$ cat config.mk
export PLATFORM = sky130hd
export DESIGN_NAME = cpu_flags_interrupt_entry
export DESIGN_NICKNAME = d
export VERILOG_FILES = /design/src/logic/cpu_core_pkg.sv /design/src/logic/cpu_flags_interrupt_entry.sv
export VERILOG_INCLUDE_DIRS = /design/src /design/src/logic
export SDC_FILE = /design/constraint.sdc
export NUM_CORES = 1
export LEC_CHECK = 0
export CAP_MARGIN = 20
export CORE_ASPECT_RATIO = 0.5
export CORE_MARGIN = 3
export CORE_UTILIZATION = 65
export DETAILED_ROUTE_END_ITERATION = 10
export DONT_BUFFER_PORTS = 1
export PLACE_DENSITY = 0.9
export REMOVE_ABC_BUFFERS = 1
export SLEW_MARGIN = 10
export SYNTH_ARGS = -nofsm -noshare
export SYNTH_HDL_FRONTEND = slang
export SYNTH_SLANG_ARGS = --single-unit
$ cat constraint.sdc
create_clock -name clk_i -period 32.3 [get_ports clk_i]
set_input_delay 1.615 -clock clk_i [delete_from_list [all_inputs] [get_ports clk_i]]
set_output_delay 1.615 -clock clk_i [all_outputs]
set_load 0.01 [all_outputs]
$ cat src/logic/cpu_core_map.svh
// fixed addresses, field positions, reset values for the cpu core state block
// assumes 16-bit addresses and 8-bit data
`ifndef CPU_CORE_MAP_SVH
`define CPU_CORE_MAP_SVH
`define CC_RESET      8'hE8
`define CC_BIT_C      0
`define CC_BIT_Z      1
`define CC_BIT_N      2
`define CC_BIT_PLO    3
`define CC_BIT_H      4
`define CC_BIT_PHI    5
`define VEC_TOP       16'hFFFE
`define VEC_BASE      16'hFFE0
`define SP_TOP        16'h01FF
`define PRIO_LEVEL3   2'h3
`define PUSH_LAST     3'h4
`define NMI_TRAP_IDX  1
`define NMI_TOP_IDX   2
`endif

$ cat src/logic/cpu_core_pkg.sv
// types shared by the cpu core state block
// assumes nothing beyond the map header
package cpu_core_pkg;
  typedef enum logic [2:0] {S_RST, S_RUN, S_PUSH, S_VH, S_VL, S_VD, S_POP, S_POPD} seq_state_t;
  typedef logic [1:0] prio_code_t;
endpackage

$ cat src/logic/cpu_flags_interrupt_entry.sv
// cpu register file, flags word and hardware interrupt entry / return sequencer
// assumes a byte memory whose read data is valid the cycle after mem_re_o,
// and a datapath that signals instruction completion with instr_done_i
`include "cpu_core_map.svh"
module cpu_flags_interrupt_entry #(
  parameter int          NVEC   = 16,
  parameter logic [15:0] SP_TOP = `SP_TOP
) (
  input  wire logic                   clk_i,
  input  wire logic                   reset_i,
  input  wire logic                   instr_done_i,
  input  wire logic                   return_from_service_i,
  input  wire logic [NVEC-1:0]        irq_i,
  input  wire logic [2*NVEC-1:0]      vector_priority_fields_i,
  input  wire logic                   add_go_i,
  input  wire logic                   add_carry_in_i,
  input  wire logic [7:0]             operand_i,
  input  wire logic                   result_we_i,
  input  wire logic [7:0]             result_i,
  input  wire logic                   carry_we_i,
  input  wire logic                   carry_val_i,
  input  wire logic                   x_we_i,
  input  wire logic                   y_we_i,
  input  wire logic [7:0]             index_wdata_i,
  input  wire logic                   pc_we_i,
  input  wire logic [15:0]            pc_wdata_i,
  input  wire logic                   sp_we_i,
  input  wire logic [15:0]            sp_wdata_i,
  input  wire logic                   prio_we_i,
  input  wire cpu_core_pkg::prio_code_t prio_wdata_i,
  input  wire logic                   flags_we_i,
  input  wire logic [7:0]             flags_wdata_i,
  input  wire logic [7:0]             mem_rdata_i,
  output logic [7:0]                  a_o,
  output logic [7:0]                  x_o,
  output logic [7:0]                  y_o,
  output logic [15:0]                 pc_o,
  output logic [15:0]                 sp_o,
  output logic [7:0]                  flags_word_o,
  output logic                        busy_o,
  output logic                        ack_o,
  output logic [3:0]                  ack_vec_o,
  output logic [15:0]                 mem_addr_o,
  output logic [7:0]                  mem_wdata_o,
  output logic                        mem_we_o,
  output logic                        mem_re_o
);
  import cpu_core_pkg::*;

  initial begin
    if (NVEC < 3 || NVEC > 16) $error("NVEC must lie in 3..16");
  end

  // level number from the two priority bits (bit5, bit3)
  function automatic logic [1:0] lvl_of(input prio_code_t c);
    case (c)
      2'h2:    lvl_of = 2'h0;
      2'h1:    lvl_of = 2'h1;
      2'h0:    lvl_of = 2'h2;
      default: lvl_of = 2'h3;
    endcase
  endfunction

  logic [7:0]  a_r, a_nxt, x_r, x_nxt, y_r, y_nxt, cc_r, cc_nxt, wd_r, wd_nxt;
  logic [15:0] pc_r, pc_nxt, sp_r, sp_nxt, ad_r, ad_nxt, vec_r, vec_nxt;
  logic [2:0]  cnt_r, cnt_nxt;
  logic [3:0]  av_r, av_nxt;
  logic        we_r, we_nxt, re_r, re_nxt, ack_r, ack_nxt, busy_r, busy_nxt;
  prio_code_t  np_r, np_nxt;
  seq_state_t  seq_r, seq_nxt;

  // arbitration: highest programmed level first, lowest index on ties
  logic        take;
  logic [3:0]  win;
  prio_code_t  win_code;
  logic [1:0]  best;
  always_comb begin
    take     = 1'b0;
    win      = 4'h0;
    win_code = `PRIO_LEVEL3;
    best     = 2'h0;
    for (int k = NVEC - 1; k >= 1; k--) begin
      if (irq_i[k]) begin
        if (k == `NMI_TRAP_IDX || k == `NMI_TOP_IDX) begin
          take     = 1'b1;
          win      = 4'(k);
          win_code = `PRIO_LEVEL3;
          best     = 2'h3;
        end else if (lvl_of(vector_priority_fields_i[2*k +: 2]) >
                     lvl_of({cc_r[`CC_BIT_PHI], cc_r[`CC_BIT_PLO]}) &&
                     (!take || lvl_of(vector_priority_fields_i[2*k +: 2]) >= best)) begin
          take     = 1'b1;
          win      = 4'(k);
          win_code = vector_priority_fields_i[2*k +: 2];
          best     = lvl_of(win_code);
        end
      end
    end
  end

  // byte pushed at each step of entry
  function automatic logic [7:0] push_byte(input logic [2:0] n, input logic [15:0] pc,
                                           input logic [7:0] x, input logic [7:0] a,
                                           input logic [7:0] cc);
    case (n)
      3'h0:    push_byte = pc[7:0];
      3'h1:    push_byte = pc[15:8];
      3'h2:    push_byte = x;
      3'h3:    push_byte = a;
      default: push_byte = cc;
    endcase
  endfunction

  // adder for add and add-with-carry
  logic [4:0] lo_sum;
  logic [8:0] sum;
  always_comb begin
    lo_sum = {1'b0, a_r[3:0]} + {1'b0, operand_i[3:0]} + {4'h0, add_carry_in_i & cc_r[0]};
    sum    = {1'b0, a_r} + {1'b0, operand_i} + {8'h00, add_carry_in_i & cc_r[0]};
  end

  // next-state for registers, flags and the entry/return sequencer
  always_comb begin
    a_nxt = a_r;  x_nxt = x_r;  y_nxt = y_r;  cc_nxt = cc_r;
    pc_nxt = pc_r; sp_nxt = sp_r; vec_nxt = vec_r; np_nxt = np_r;
    cnt_nxt = cnt_r; av_nxt = av_r; seq_nxt = seq_r;
    ad_nxt = ad_r; wd_nxt = wd_r;
    we_nxt = 1'b0; re_nxt = 1'b0; ack_nxt = 1'b0;
    case (seq_r)
      S_RST: begin
        ad_nxt = `VEC_TOP;
        vec_nxt = `VEC_TOP;
        re_nxt = 1'b1;
        seq_nxt = S_VH;
      end
      S_RUN: begin
        // datapath writes, only between sequences
        if (add_go_i) begin
          a_nxt = sum[7:0];
          cc_nxt[`CC_BIT_H] = lo_sum[4];
          cc_nxt[`CC_BIT_C] = sum[8];
          cc_nxt[`CC_BIT_N] = sum[7];
          cc_nxt[`CC_BIT_Z] = (sum[7:0] == 8'h00);
        end else if (result_we_i) begin
          a_nxt = result_i;
          cc_nxt[`CC_BIT_N] = result_i[7];
          cc_nxt[`CC_BIT_Z] = (result_i == 8'h00);
        end
        if (carry_we_i) cc_nxt[`CC_BIT_C] = carry_val_i;
        if (prio_we_i) begin
          cc_nxt[`CC_BIT_PHI] = prio_wdata_i[1];
          cc_nxt[`CC_BIT_PLO] = prio_wdata_i[0];
        end
        if (flags_we_i) cc_nxt = flags_wdata_i;
        if (x_we_i) x_nxt = index_wdata_i;
        if (y_we_i) y_nxt = index_wdata_i;
        if (pc_we_i) pc_nxt = pc_wdata_i;
        if (sp_we_i) sp_nxt = sp_wdata_i;
        // sequences start only at an instruction boundary
        if (instr_done_i && return_from_service_i) begin
          sp_nxt  = sp_r + 16'h0001;
          ad_nxt  = sp_r + 16'h0001;
          re_nxt  = 1'b1;
          cnt_nxt = 3'h0;
          seq_nxt = S_POP;
        end else if (instr_done_i && take) begin
          np_nxt  = win_code;
          vec_nxt = `VEC_TOP - {11'h000, win, 1'b0};
          ack_nxt = 1'b1;
          av_nxt  = win;
          ad_nxt  = sp_r;
          wd_nxt  = push_byte(3'h0, pc_nxt, x_nxt, a_nxt, cc_nxt);
          sp_nxt  = sp_r - 16'h0001;
          we_nxt  = 1'b1;
          cnt_nxt = 3'h0;
          seq_nxt = S_PUSH;
        end
      end
      S_PUSH: begin
        if (cnt_r != `PUSH_LAST) begin
          cnt_nxt = cnt_r + 3'h1;
          ad_nxt  = sp_r;
          wd_nxt  = push_byte(cnt_nxt, pc_r, x_r, a_r, cc_r);
          sp_nxt  = sp_r - 16'h0001;
          we_nxt  = 1'b1;
        end else begin
          // level changes only after the old flags word is stacked
          cc_nxt[`CC_BIT_PHI] = np_r[1];
          cc_nxt[`CC_BIT_PLO] = np_r[0];
          ad_nxt = vec_r;
          re_nxt = 1'b1;
          seq_nxt = S_VH;
        end
      end
      S_VH: begin
        ad_nxt = vec_r + 16'h0001;
        re_nxt = 1'b1;
        seq_nxt = S_VL;
      end
      S_VL: begin
        pc_nxt[15:8] = mem_rdata_i;
        seq_nxt = S_VD;
      end
      S_VD: begin
        pc_nxt[7:0] = mem_rdata_i;
        seq_nxt = S_RUN;
      end
      S_POP: begin
        // capture previous byte: flags, accumulator, index, pc high
        case (cnt_r)
          3'h1:    cc_nxt = mem_rdata_i;
          3'h2:    a_nxt = mem_rdata_i;
          3'h3:    x_nxt = mem_rdata_i;
          3'h4:    pc_nxt[15:8] = mem_rdata_i;
          default: ;
        endcase
        if (cnt_r != `PUSH_LAST) begin
          cnt_nxt = cnt_r + 3'h1;
          sp_nxt  = sp_r + 16'h0001;
          ad_nxt  = sp_r + 16'h0001;
          re_nxt  = 1'b1;
        end else begin
          seq_nxt = S_POPD;
        end
      end
      S_POPD: begin
        pc_nxt[7:0] = mem_rdata_i;
        seq_nxt = S_RUN;
      end
      default: seq_nxt = S_RST;
    endcase
    busy_nxt = (seq_nxt != S_RUN);
  end

  // register stage; y is never loaded by a sequence
  always_ff @(posedge clk_i) begin
    if (reset_i) begin
      a_r <= 8'h00; x_r <= 8'h00; y_r <= 8'h00;
      cc_r <= `CC_RESET;
      pc_r <= 16'h0000;
      sp_r <= SP_TOP;
      vec_r <= `VEC_TOP; np_r <= `PRIO_LEVEL3;
      cnt_r <= 3'h0; av_r <= 4'h0; seq_r <= S_RST;
      ad_r <= 16'h0000; wd_r <= 8'h00;
      we_r <= 1'b0; re_r <= 1'b0; ack_r <= 1'b0; busy_r <= 1'b1;
    end else begin
      a_r <= a_nxt; x_r <= x_nxt; y_r <= y_nxt;
      cc_r <= cc_nxt; pc_r <= pc_nxt; sp_r <= sp_nxt;
      vec_r <= vec_nxt; np_r <= np_nxt;
      cnt_r <= cnt_nxt; av_r <= av_nxt; seq_r <= seq_nxt;
      ad_r <= ad_nxt; wd_r <= wd_nxt;
      we_r <= we_nxt; re_r <= re_nxt; ack_r <= ack_nxt; busy_r <= busy_nxt;
    end
  end

  assign a_o = a_r;
  assign x_o = x_r;
  assign y_o = y_r;
  assign pc_o = pc_r;
  assign sp_o = sp_r;
  assign flags_word_o = cc_r;
  assign busy_o = busy_r;
  assign ack_o = ack_r;
  assign ack_vec_o = av_r;
  assign mem_addr_o = ad_r;
  assign mem_wdata_o = wd_r;
  assign mem_we_o = we_r;
  assign mem_re_o = re_r;
endmodule

==> impl_results.md <==
* Post-Synth Adder-Cell Area at 13.1%
* Post-CTS setup buffers at 0
* Port Buf Inserts at 0
* Worst Tran Pin Value at 909 ps
* Worst setup EP type: flip-flop
* Vias/cell at 7.24
* Core Region at 13900 um^2
* Number of diodes at 0
* FMAX at 0.0524 GHz
* Top cells by area, synth: dfxtp_1 23%, ha_1 13%, a21oi_1 6.5%, nand2_1 6.5%, nor2_1 5.9%
* Global route total overflow at 0
* Synthesized area per cell at 7.32 um^2
* Synth cell count leaders: 164 x nand2_1, 148 x nor2_1, 123 x a21oi_1
* Max-Cap Viols at 0
* Compound-Gate Fraction of Synth Area at 30.8%
* Post-CTS resize count at 0
* Vias in the first global route at 9615
* Fin crit share at 59.1%
* Final WL at 32100 um
* Num rows at 30
* Slew Viols, Final at 0
* RSZ-0062 raised after global routing: false
* First-pass GRT wire length at 50100 um
* First drt pass iteration count at 8
* CP max stage cell: a41oi_1
* Run status: finished clean
* CTS tree: built
* Critical path fanouts, max at 12
* Clk root buf: clkbuf_16
* Antenna-violating nets left at 0
* Multi-input logic area at 6780 um^2
* Io pins at 233
* DRT iter0 DRCs at 1600
* Largest net degree at the start of global routing at 93
* Flops & latches, synth at 108
* CP Launch Type: input pin
* Synth cell types at 80
* Xor and xnor area share after synthesis at 1.11%
* Post-cts hold buffer count at 0
* Main combinational cell family by area after synthesis: compound AO/OA/AOI/OAI gates
* Crit-path most repeated cell: a21oi_1
* Syn. warnings at 0
* Simple-gate share of the synthesized area at 23.6%
* Setup violators final at 0
* # fillers at 1165
* H-tree depth at 3
* Post-synthesis mux area share at 3.10%
* Cells after DPL at 1404
* Mean routed wirelength per cell at 22.5 um
* Arr. time, crit path at 19280 ps
* Crit Path Class: input pin to flip-flop
* Initial Util at 68.0%
* Die area at 16100 um^2
* Hold Violations, Final at 0
* Initial antenna violation count at 0
* Number of flops mapped to enable cells by yosys at 0
* CTS sink cnt at 108
* Post-synth top area cell: dfxtp_1
* Total power per unit cell area at 58.4 nW/um^2
* Setup_tns at 0 ps
* Drt drc at 0
* CTS buffer count at 9
* Worst slew margin at 38.9%
* Tmin final at 19070 ps
* Clock latency on the worst-skew pair at 350 ps
* Main synth FF type: dfxtp_1
* P&R area growth vs syn at 3.35%
* Worst endpoint required time at 32510 ps
* Final non-filler cell total at 1422
* Ratio of cells with drive above 1 in the final layout at 4.80%
* Nets@finish at 1459
* Die Y at 91.2 um
* Syn Inst Count at 1289
* Final Power at 0.570 mW
* Max clock buf depth at 2
* Post-DP HPWL at 23700 um
* Worst-case clock skew at 6.98 ps
* Maximum vdd drop at 0.0000344 V
* Worst min-delay path class: flip-flop to flip-flop
* Leak Pwr at 3.98 nW
* All-Layer GR Usage at 38.1%
* Dominant cell by count in the synthesized netlist: nand2_1
* Seq. cell area at 2160 um^2
* Synth top area share at 22.9%
* Sequential area share after synthesis at 22.9%
* Clock slew at reported path FFs at 80 ps
* Die Wd at 176 um
* Mapped cell area at 9440 um^2
* Via count at 10300
* Largest stage delay on the critical path at 680 ps
* Ys async rst share at 0%
* GPL Wtd Cong at 1.00
## critical path, delay by kind of cell
kind                       cells  cell delay (ps)
AOI/OAI and AO/OA             37             7940
buffers and inverters          2              110
and+or+nand+nor               34             5800
adders and majority gates     14             3850
## sequential cells by signal, indices dropped and copies added, names as in the netlist
| signal | flops |
|---|---|
| ack_o | 1 |
| busy_o | 1 |
| pc_o | 16 |
| x_o | 8 |
| sp_o | 16 |
| np_r | 2 |
| cnt_r | 3 |
| a_o | 8 |
| y_o | 8 |
| vec_r | 4 |
| mem_we_o | 1 |
| mem_re_o | 1 |
| ack_vec_o | 4 |
| flags_word_o | 8 |
| seq_r | 3 |
| mem_wdata_o | 8 |
| mem_addr_o | 16 |
## cell usage in the layout, fill, tap and decap left out, drive strengths merged, types with 5 or more instances in the layout
cell / instances
o22ai: 21
a222oi: 22
or2: 5
a311oi: 16
nand3: 20
o2111ai: 5
clkbuf: 10
o221ai: 5
or3: 14
xor2: 5
o21a: 9
nor3: 39
o21ai: 77
mux2i: 18
nor2: 149
a31oi: 15
a2111oi: 6
and3: 12
a221oi: 11
o211a: 8
a211oi: 13
a21o: 11
o31ai: 6
dfxtp: 108
ha: 95
xnor2: 7
nor2b: 19
nand2: 164
o311ai: 6
buf: 9
nand2b: 18
o211ai: 36
mux2: 10
inv: 48
o31a: 5
and2: 13
nand4: 9
a21oi: 125
## routing by layer
metal / wire length, um / track usage (%) / vias to the layer above
met3: 4480 / 11.7 / 147
li1: - / - / 4655
met5: 0 / 0 / -
met2: 14500 / 63.2 / 783
met4: 1500 / 15.9 / 0
met1: 11600 / 45.9 / 4709
## worst paths after layout
path	start	to	slack [ps]	cells after the start
min	mem_wdata_o[6]	mem_wdata_o[6]	500	2
max reg2reg	flags_word_o[5]	vec_r[4]	13330	88
min reg2reg	mem_wdata_o[6]	mem_wdata_o[6]	500	2
max	vector_priority_fields_i[31]	vec_r[4]	13230	87
## where the power goes
part / switching, mW / internal, mW
Combinational: 0.165 / 0.107
Sequential: 0.0286 / 0.147
Clock: 0.0541 / 0.0690
## layout make-up
class | instances | area share, %
Clock buffer | 10 | 2.35
Clock inverter | 6 | 0.962
Inverter | 48 | 1.85
Multi-Input combinational cell | 1049 | 69.4
Sequential cell | 108 | 22.2
Tap cell | 192 | 2.46
Timing Repair Buffer | 9 | 0.770
## logic make-up (layout without fill, tap and decap cells)
family / Yosys count / count (layout)
AOI/OAI and AO/OA: 431 / 431
muxes: 28 / 28
and+or+nand+nor: 480 / 480
xor gates and xnor gates: 12 / 12
buffers and inverters: 132 / 73
DFF: 108 / 108
adders and majority gates: 98 / 98
## stage by stage
stage	hold slack [ps]	worst slack (ps)	area, um^2	util [%]
floorplan	446	15710	9110	-
global placement	487	13630	9410	67.8
detailed placement	489	13260	9410	67.8
CTS	500	13580	9730	70.1
global route	522	11400	9760	70.2
finish	498	13230	9760	70.2
No activity file was read; power rests on OpenSTA's default activity.
